==> config.mk <==
export PLATFORM = sky130hd
export DESIGN_NAME = pwm_sync_channel_control
export DESIGN_NICKNAME = d
export VERILOG_FILES = /design/src/pwm_sync_pkg.sv /design/src/pwm_channel_counter.sv /design/src/pwm_sync_channel_control.sv
export SDC_FILE = /design/constraint.sdc
export NUM_CORES = 1
export LEC_CHECK = 0
export CAP_MARGIN = 5
export CORE_UTILIZATION = 45
export CTS_BUF_LIST = sky130_fd_sc_hd__clkbuf_16
export CTS_CLUSTER_SIZE = 8
export DETAILED_ROUTE_END_ITERATION = 10
export DONT_BUFFER_PORTS = 1
export PLACE_DENSITY = 0.66
export SETUP_SLACK_MARGIN = 0.15
export SLEW_MARGIN = 20
export SYNTH_ARGS = -nofsm -noshare
export SYNTH_HDL_FRONTEND = slang
export SYNTH_SLANG_ARGS = --single-unit
export TNS_END_PERCENT = 30
==> constraint.sdc <==
create_clock -name clk_in -period 7 [get_ports clk_in]
set_input_delay 2.1 -clock clk_in [delete_from_list [all_inputs] [get_ports clk_in]]
set_output_delay 2.1 -clock clk_in [all_outputs]
set_load 0.02 [all_outputs]
==> src/pwm_sync_pkg.sv <==
/*
 * constants shared by the synchronous pwm channel group block.
 * assumes a single 200 MHz clock and plain control ports, no register bus.
 */
// What this block does
// - a fault on any channel raises a fault interrupt, separate from end of period, only if enabled and unmasked.
// - reading the interrupt status clears the pending fault interrupt even while the fault stays active.
// - synchronous channels share one clock, period and alignment and start together so counters stay in step.
// - membership is one bit per channel in the sync mode register and only one group exists.
// - any member bit set makes channel 0 a member automatically.
// - members use channel 0 prescale, period and alignment, so their own settings do not change the outputs.
// - enabling or disabling channel 0 enables or disables every member at once.
// - a member other than channel 0 can still be enabled or disabled on its own.
// - with update method 1, period and dead-time apply after unlock, duty applies when the update period elapses.
// - while channel 0 is faulted, no enabled comparison unit reports a match.
package pwm_sync_pkg;
    // ----------------------------------------
    // sizes and reset values
    // ----------------------------------------
    localparam int          NUM_CHANNELS   = 4;
    localparam int          COUNT_WIDTH    = 16;
    localparam int          PRESCALE_WIDTH = 4;
    localparam int          UPR_WIDTH      = 4;
    localparam logic [15:0] COUNT_INIT     = 16'h0000;
    localparam logic [3:0]  UPR_RESET      = 4'h0;
    localparam logic        UPDATE_METHOD_SELECT_MANUAL    = 1'b0;
    localparam logic        UPDATE_METHOD_SELECT_AUTO_DUTY = 1'b1;
    localparam logic        ALIGN_LEFT     = 1'b0;
    localparam logic        ALIGN_CENTER   = 1'b1;
endpackage

==> src/pwm_channel_counter.sv <==
/*
 * one pwm channel counter with prescaler, left or centre alignment and a period end flag.
 * assumes its settings are already resolved by the group logic.
 */
`timescale 1ns/1ps
module pwm_channel_counter
    import pwm_sync_pkg::*;
(
    input  wire logic                      clk_in,
    input  wire logic                      rst_n_in,
    input  wire logic                      run_in,
    input  wire logic                      restart_in,
    input  wire logic [PRESCALE_WIDTH-1:0] prescale_in,
    input  wire logic                      align_in,
    input  wire logic [COUNT_WIDTH-1:0]    period_in,
    output logic      [COUNT_WIDTH-1:0]    count_out,
    output logic                           period_end_out
);
    localparam int PW = 1 << PRESCALE_WIDTH;

    logic [PW-1:0] presc;
    logic          down;
    logic          tick;

    // prescaler ticks every 2^prescale clocks; its width covers the largest selection
    assign tick = ((presc & ((PW'(1) << prescale_in) - PW'(1))) == '0);

    always_ff @(posedge clk_in) begin
        if (!rst_n_in || restart_in || !run_in) begin
            presc <= '0;
        end else begin
            presc <= presc + 1'b1;
        end
    end

    // counter; restart puts it back at the initial count on the common edge
    always_ff @(posedge clk_in) begin
        if (!rst_n_in || restart_in || !run_in) begin
            count_out      <= COUNT_INIT;
            down           <= 1'b0;
            period_end_out <= 1'b0;
        end else begin
            period_end_out <= 1'b0;
            if (tick) begin
                if (align_in == ALIGN_LEFT) begin
                    down <= 1'b0;
                    if (count_out >= period_in) begin
                        count_out      <= COUNT_INIT;
                        period_end_out <= 1'b1;
                    end else begin
                        count_out <= count_out + 1'b1;
                    end
                end else if (!down) begin
                    if (count_out >= period_in) begin
                        down      <= 1'b1;
                        count_out <= count_out - 1'b1;
                    end else begin
                        count_out <= count_out + 1'b1;
                    end
                end else if (count_out == COUNT_INIT) begin
                    down           <= 1'b0;
                    period_end_out <= 1'b1;
                end else begin
                    count_out <= count_out - 1'b1;
                end
            end
        end
    end
endmodule

==> src/pwm_sync_channel_control.sv <==
/*
 * synchronous channel group of a pwm controller: enables, settings of the
 * group, double buffered updates, compare outputs and the fault interrupt.
 * assumes software drives the one-cycle strobes from logic on clk_in; the
 * fault inputs come from pins and are synchronised here.
 */
`timescale 1ns/1ps
module pwm_sync_channel_control
    import pwm_sync_pkg::*;
#(
    parameter int N = NUM_CHANNELS
)(
    input  wire logic                        clk_in,
    input  wire logic                        rst_n_in,
    input  wire logic [N-1:0]                enable_set_in,
    input  wire logic [N-1:0]                disable_set_in,
    input  wire logic [N-1:0]                group_member_bit_in,
    input  wire logic                        update_method_select_in,
    input  wire logic                        update_unlock_set_in,
    input  wire logic [UPR_WIDTH-1:0]        update_period_count_in,
    input  wire logic [N*PRESCALE_WIDTH-1:0] clock_prescale_select_in,
    input  wire logic [N-1:0]                alignment_select_in,
    input  wire logic [N*COUNT_WIDTH-1:0]    period_update_in,
    input  wire logic [N*COUNT_WIDTH-1:0]    duty_update_in,
    input  wire logic [N*COUNT_WIDTH-1:0]    deadtime_update_in,
    input  wire logic [N-1:0]                output_polarity_bit_in,
    input  wire logic [N-1:0]                compare_enable_in,
    input  wire logic [COUNT_WIDTH-1:0]      compare_value_in,
    input  wire logic [N-1:0]                fault_pin_in,
    input  wire logic [N-1:0]                fault_input_polarity_in,
    input  wire logic [N-1:0]                fault_protect_enable_in,
    input  wire logic                        fault_irq_enable_in,
    input  wire logic                        fault_irq_mask_in,
    input  wire logic                        irq_status_read_in,
    output logic      [N-1:0]                chan_enable_bit_out,
    output logic      [N-1:0]                member_out,
    output logic      [N-1:0]                pwm_out,
    output logic      [N-1:0]                compare_match_out,
    output logic      [N*COUNT_WIDTH-1:0]    deadtime_out,
    output logic                             unlock_pending_out,
    output logic      [N-1:0]                fault_status_out,
    output logic                             fault_irq_out
);
    // ----------------------------------------
    // checks and declarations
    // ----------------------------------------
    if (N < 2 || N > 16) begin : g_bad_count
        $error("channel count out of range");
    end

    logic [N-1:0]             member;
    logic [N-1:0]             enabled;
    logic [N-1:0]             fault_s1;
    logic [N-1:0]             fault_s2;
    logic [N-1:0]             fault_hit;
    logic                     fault_pend;
    logic                     unlock;
    logic [UPR_WIDTH-1:0]     upr_active;
    logic [UPR_WIDTH-1:0]     upr_cnt;
    logic [COUNT_WIDTH-1:0]   period  [N];
    logic [COUNT_WIDTH-1:0]   duty    [N];
    logic [COUNT_WIDTH-1:0]   count   [N];
    logic [N-1:0]             pend;
    logic [N-1:0]             restart;
    logic                     group_go;
    logic                     upd_edge;

    // member set with channel 0 added whenever any channel is in the group
    assign member   = (|group_member_bit_in) ? (group_member_bit_in | N'(1)) : '0;
    assign group_go = enable_set_in[0] && (|member) && !enabled[0];
    assign upd_edge = pend[0];

    // ----------------------------------------
    // enables
    // ----------------------------------------
    // disable wins over enable in the same cycle, the safe direction
    always_ff @(posedge clk_in) begin
        if (!rst_n_in) begin
            enabled <= '0;
        end else begin
            for (int i = 0; i < N; i++) begin
                if (disable_set_in[i] || (member[i] && disable_set_in[0] && i != 0)) begin
                    enabled[i] <= 1'b0;
                end else if (enable_set_in[i] || (member[i] && enable_set_in[0])) begin
                    enabled[i] <= 1'b1;
                end
            end
        end
    end

    // a group start clears every member counter on one edge
    always_comb begin
        for (int i = 0; i < N; i++) begin
            restart[i] = (member[i] && group_go) || (enable_set_in[i] && !enabled[i]);
        end
    end

    // ----------------------------------------
    // counters: members take channel 0 settings
    // ----------------------------------------
    for (genvar g = 0; g < N; g++) begin : chans
        logic [PRESCALE_WIDTH-1:0] psel;
        logic                      asel;
        logic [COUNT_WIDTH-1:0]    prd;
        assign psel = member[g] ? clock_prescale_select_in[0+:PRESCALE_WIDTH]
                                : clock_prescale_select_in[g*PRESCALE_WIDTH+:PRESCALE_WIDTH];
        assign asel = member[g] ? alignment_select_in[0] : alignment_select_in[g];
        assign prd  = member[g] ? period[0] : period[g];
        pwm_channel_counter u_cnt (
            .clk_in         (clk_in),
            .rst_n_in       (rst_n_in),
            .run_in         (enabled[g]),
            .restart_in     (restart[g]),
            .prescale_in    (psel),
            .align_in       (asel),
            .period_in      (prd),
            .count_out      (count[g]),
            .period_end_out (pend[g])
        );
    end

    // ----------------------------------------
    // update machinery
    // ----------------------------------------
    // unlock is held until the next period boundary of the group
    always_ff @(posedge clk_in) begin
        if (!rst_n_in) begin
            unlock <= 1'b0;
        end else if (update_unlock_set_in) begin
            unlock <= 1'b1; // set wins over the clear at a boundary
        end else if (upd_edge) begin
            unlock <= 1'b0;
        end
    end

    // update period counter for the automatic duty method
    always_ff @(posedge clk_in) begin
        if (!rst_n_in) begin
            upr_cnt    <= '0;
            upr_active <= UPR_RESET;
        end else if (upd_edge) begin
            if (upr_cnt >= upr_active) begin
                upr_cnt    <= '0;
                upr_active <= update_period_count_in;
            end else begin
                upr_cnt <= upr_cnt + 1'b1;
            end
        end
    end

    // active period, duty and dead-time registers
    always_ff @(posedge clk_in) begin
        if (!rst_n_in) begin
            for (int i = 0; i < N; i++) begin
                period[i] <= '1;
                duty[i]   <= '0;
            end
            deadtime_out <= '0;
        end else begin
            for (int i = 0; i < N; i++) begin
                if (!member[i] || !enabled[0]) begin
                    period[i] <= period_update_in[i*COUNT_WIDTH+:COUNT_WIDTH];
                    duty[i]   <= duty_update_in[i*COUNT_WIDTH+:COUNT_WIDTH];
                    deadtime_out[i*COUNT_WIDTH+:COUNT_WIDTH] <= deadtime_update_in[i*COUNT_WIDTH+:COUNT_WIDTH];
                end else if (upd_edge) begin
                    if (unlock) begin
                        period[i] <= period_update_in[i*COUNT_WIDTH+:COUNT_WIDTH];
                        deadtime_out[i*COUNT_WIDTH+:COUNT_WIDTH] <= deadtime_update_in[i*COUNT_WIDTH+:COUNT_WIDTH];
                    end
                    if ((update_method_select_in == UPDATE_METHOD_SELECT_MANUAL && unlock) ||
                        (update_method_select_in == UPDATE_METHOD_SELECT_AUTO_DUTY && upr_cnt >= upr_active)) begin
                        duty[i] <= duty_update_in[i*COUNT_WIDTH+:COUNT_WIDTH];
                    end
                end
            end
        end
    end

    // ----------------------------------------
    // fault detection and interrupt
    // ----------------------------------------
    always_ff @(posedge clk_in) begin
        if (!rst_n_in) begin
            fault_s1 <= '0;
            fault_s2 <= '0;
        end else begin
            fault_s1 <= fault_pin_in;
            fault_s2 <= fault_s1;
        end
    end

    assign fault_hit = ~(fault_s2 ^ fault_input_polarity_in) & fault_protect_enable_in;

    // a new fault beats a status read in the same cycle
    always_ff @(posedge clk_in) begin
        if (!rst_n_in) begin
            fault_pend <= 1'b0;
        end else if (|(fault_hit & ~fault_status_out)) begin
            fault_pend <= 1'b1;
        end else if (irq_status_read_in) begin
            fault_pend <= 1'b0;
        end
    end

    // ----------------------------------------
    // registered outputs
    // ----------------------------------------
    always_ff @(posedge clk_in) begin
        if (!rst_n_in) begin
            chan_enable_bit_out <= '0;
            member_out          <= '0;
            pwm_out             <= '0;
            compare_match_out   <= '0;
            unlock_pending_out  <= 1'b0;
            fault_status_out    <= '0;
            fault_irq_out       <= 1'b0;
        end else begin
            chan_enable_bit_out <= enabled;
            member_out          <= member;
            unlock_pending_out  <= unlock;
            fault_status_out    <= fault_hit;
            fault_irq_out       <= fault_pend && fault_irq_enable_in && !fault_irq_mask_in;
            for (int i = 0; i < N; i++) begin
                // a faulted channel is forced to its inactive level
                pwm_out[i] <= (enabled[i] && !fault_hit[i] && count[i] < duty[i]) ^ output_polarity_bit_in[i];
                compare_match_out[i] <= compare_enable_in[i] && enabled[0] && !fault_hit[0] &&
                                        count[0] == compare_value_in;
            end
        end
    end
endmodule

==> flow_summary_export.csv <==
group,metric,value,unit
pwr,cellLeakagePower,9.50,nW
worst_hold_path,hp-class,"flop to flop",
layout,drive_gt1_share,5.33,%
yosys,ys_warn_count,0,
timing,rsz0062_at_grt,"false",
timing,fin_hold_ws,0.430,ns
timing,fmaxAchievable,196,MHz
status,status,"finished clean",
route,routed_wirelength,67.1,mm
critical_path,crit_family,"compound AO/OA/AOI/OAI gates",
global_route,grt-ovfl-total,0,
route,vias,18472,
global_route,grt_util_met3,5.36,%
yosys,synthAdderAreaFrac,8.53,%
clock_tree,ctsHoldBuffers,0,
critical_path,cp.arrival,5.61,ns
yosys,synth_xor_xnor_area_share,3.40,%
floorplanning,start_util,45.7,%
place,port_buffers,0,
yosys,synthesis.area,21900,sq um
critical_path,crit_slowest_cell,"a21oi_1",
global_route,grt_use_total,26.5,%
yosys,synth_top_family_by_area,"simple AND/OR/NAND/NOR gates",
global_route,grt_first_pass_wirelength,102,mm
critical_path,endpoint_kind,"flop",
floorplanning,die_area,49500,sq um
layout,mostFrequentLayoutCell,"dfxtp_1",
timing,tns,0,ns
clock_tree,cts_setup_buffers,0,
yosys,seq_area_frac_synth,39.3,%
timing,post-route-period-util,73.0,%
timing,period_needed,5.11,ns
clock_tree,root_buffer,"clkbuf_16",
clock_tree,cts_tree,"yes",
yosys,synth_mux_area_share,3.83,%
timing,setup_viol,0,
timing,fin_skew,0.0221,ns
route,viasPerCell,6.19,
layout,fin_util,49.2,%
global_route,grt_max_degree,60,
global_route,grt-busiest-layer,"met2",
pwr,vdd_drop_max,0.178,mV
yosys,synth-simple-area-share,22.1,%
timing,slew_headroom,31.0,%
route,avgRoutedWirePerCell,22.5,microns
pwr,finalPower,0.00501,W
critical_path,worstPathCellList,"mux2i_1 -> nor2_1 -> nand2_1 -> ha_1 -> nor4bb_1 -> o221a_1 -> a2111oi_0 -> and4bb_1 -> nand4_2 -> a21oi_1 -> o21ai_0 -> a21oi_1",
critical_path,start_kind,"input pin",
critical_path,cp.required,7.50,ns
yosys,synth_compound_area_share,17.9,%
floorplanning,die-height,222,microns
floorplanning,rows,80,
yosys,synth_cell_types,94,
layout,nNetsFinal,2756,
yosys,synth_nets,2833,
run,cap_violations,0,
global_route,grtUsageMet1,33.1,%
route,dr.pass1.iters,5,
clock_tree,clk_path_buf_depth,3,
yosys,async_flop_share,0,%
route,drtIter0Drc,1742,
yosys,synth_edf_count,128,
global_route,grt_antenna_before_repair,13,
yosys,ys_ff_latch,365,
timing,hold_viol,0,
place,gp_congestion,0.939,
global_route,grt_pass1_vias,17628,
global_route,grt_use_met2,43.9,%
place,dp_hpwl,49.3,mm
clock_tree,clkTransAtPathRegs,0.05,ns
yosys,syn_inst,2413,
layout,layout_common_cells,"dfxtp_1 (237), nor2_1 (196), nand2_1 (152)",
route,drt.antenna.violating_nets,0,
critical_path,cp_common_cell,"a21oi_1",
critical_path,critPathMaxFanout,59,
timing,worstMarginPinSlew,1.03,ns
route,drc,0,
floorplanning,die_x,222,microns
layout,area_growth,7.76,%
timing,drv_slew,0,
place,dpl.cell_count,2897,
clock_tree,cts_resized,0,
clock_tree,cts_sinks,365,
clock_tree,cts_buffers,52,
yosys,syn_avg_cell_area,9.06,sq um
floorplanning,core,47800,sq um
floorplanning,io_pins,357,
critical_path,critPathBufInv,0,
critical_path,cpPeakStageDelay,0.84,ns
layout,final_cell_count_no_fill,2985,
pwr,powerDensity,213,nW/um^2
critical_path,setup.worst_path.class,"input pin to flop",
clock_tree,cts_htree_levels,2,
yosys,synth-main-ff-cell,"dfxtp_1",
clock_tree,worstSkewPairLatency,0.59,ns
==> layer usage <==
layer	up-vias	routed length [microns]	part of all wire, %
met1	8799	27500	41
met3	159	4830	7.2
li1	8729	-	-
met4	6	2940	4.4
met5	-	37	0.055
met2	779	31800	47
==> stage by stage <==
step | instance area (sq um) | setup slack (ns)
6_report | 23600 | 1.89
5_1_grt | 23600 | 1.53
4_1_cts | 23500 | 2.01
3_5_place_dp | 22100 | 1.39
3_3_place_gp | 22100 | 1.35
2_1_floorplan | 21900 | 1.13
==> worst reg2reg max path, stage by stage, from the launching register on <==
cell and delay [ns]:
edfxtp_1 0.71, inv_1 0.11, ha_1 0.32, a211oi_1 0.27, o21a_1 0.16, o31ai_1 0.09
or2_2 0.32, nor2_1 0.69, nand2_1 0.27, or4_1 0.45, a31oi_1 0.18
==> path summary, 6_finish.rpt <==
| check | start | to | slack [ns] | cells past startpoint |
|---|---|---|---|---|
| max | group_member_bit_in[1] | chans[1].u_cnt.count_out[3] | 1.89 | 12 |
| min reg2reg | fault_s1[2] | fault_s2[2] | 0.43 | 1 |
| min | fault_s1[2] | fault_s2[2] | 0.43 | 1 |
| max reg2reg | period[0][11] | chans[0].u_cnt.count_out[5] | 3.34 | 10 |
==> where the power goes <==
| group | switching (W) | internal (W) | total (W) |
|---|---|---|---|
| sequential | 0.000103 | 0.00229 | 0.00239 |
| clock | 0.000930 | 0.00134 | 0.00227 |
| combinational | 0.000200 | 0.000150 | 0.000350 |
| total | 0.00123 | 0.00378 | 0.00501 |
==> kinds of logic (layout without fill, tap and decap cells) <==
| group | after synthesis | in the layout |
|---|---|---|
| and+or+nand+nor | 907 | 907 |
| AOI/OAI and AO/OA | 564 | 564 |
| DFF | 365 | 365 |
| buffers and inverters | 262 | 213 |
| adders and majority gates | 149 | 149 |
| xor gates and xnor gates | 85 | 85 |
| muxes | 81 | 81 |
| other | 0 | 6 |
==> state kept, by name, summed over array words and instances, names as in the netlist, 4 cells and up <==
signal and cells:
upr_cnt 4, chans.u_cnt.down 4, pwm_out 4, fault_s1 4
duty 64, fault_s2 4, deadtime_out 64, member_out 4
enabled 4, chans.u_cnt.presc 60, chans.u_cnt.count_out 64, compare_match_out 4
chan_enable_bit_out 4, fault_status_out 4, upr_active 4, period 64
==> Yosys cell counts (34+ instances only) <==
cell type	count	share of area (%)
or3_1	100	2.9
nor2_1	199	3.4
edfxtp_1	128	18
nand3_1	79	1.8
a22o_1	71	2.8
o21ai_0	96	2.2
nand4_1	34	0.97
a211oi_1	35	1.2
and2_1	101	2.9
and3_1	44	1.3
xnor2_1	46	1.8
xor2_1	39	1.6
nor3_1	48	1.1
a21oi_1	126	2.9
nand2_1	154	2.6
clkbuf_1	94	1.6
mux2i_1	63	2.9
dfxtp_1	237	22
ha_1	149	8.5
inv_1	121	2.1
==> layout make-up <==
cell class | instances | area, sq um
diodes | 6 | 15.0
clock buffers | 53 | 1330
clock inverters | 29 | 130
fillers | 4449 | 24300
inverters | 121 | 454
multi-input cells | 1786 | 12200
flip-flops and latches | 365 | 8590
well taps | 615 | 769
repair buffers | 10 | 75.1
Note: power is estimated with default switching activity, not from simulation.
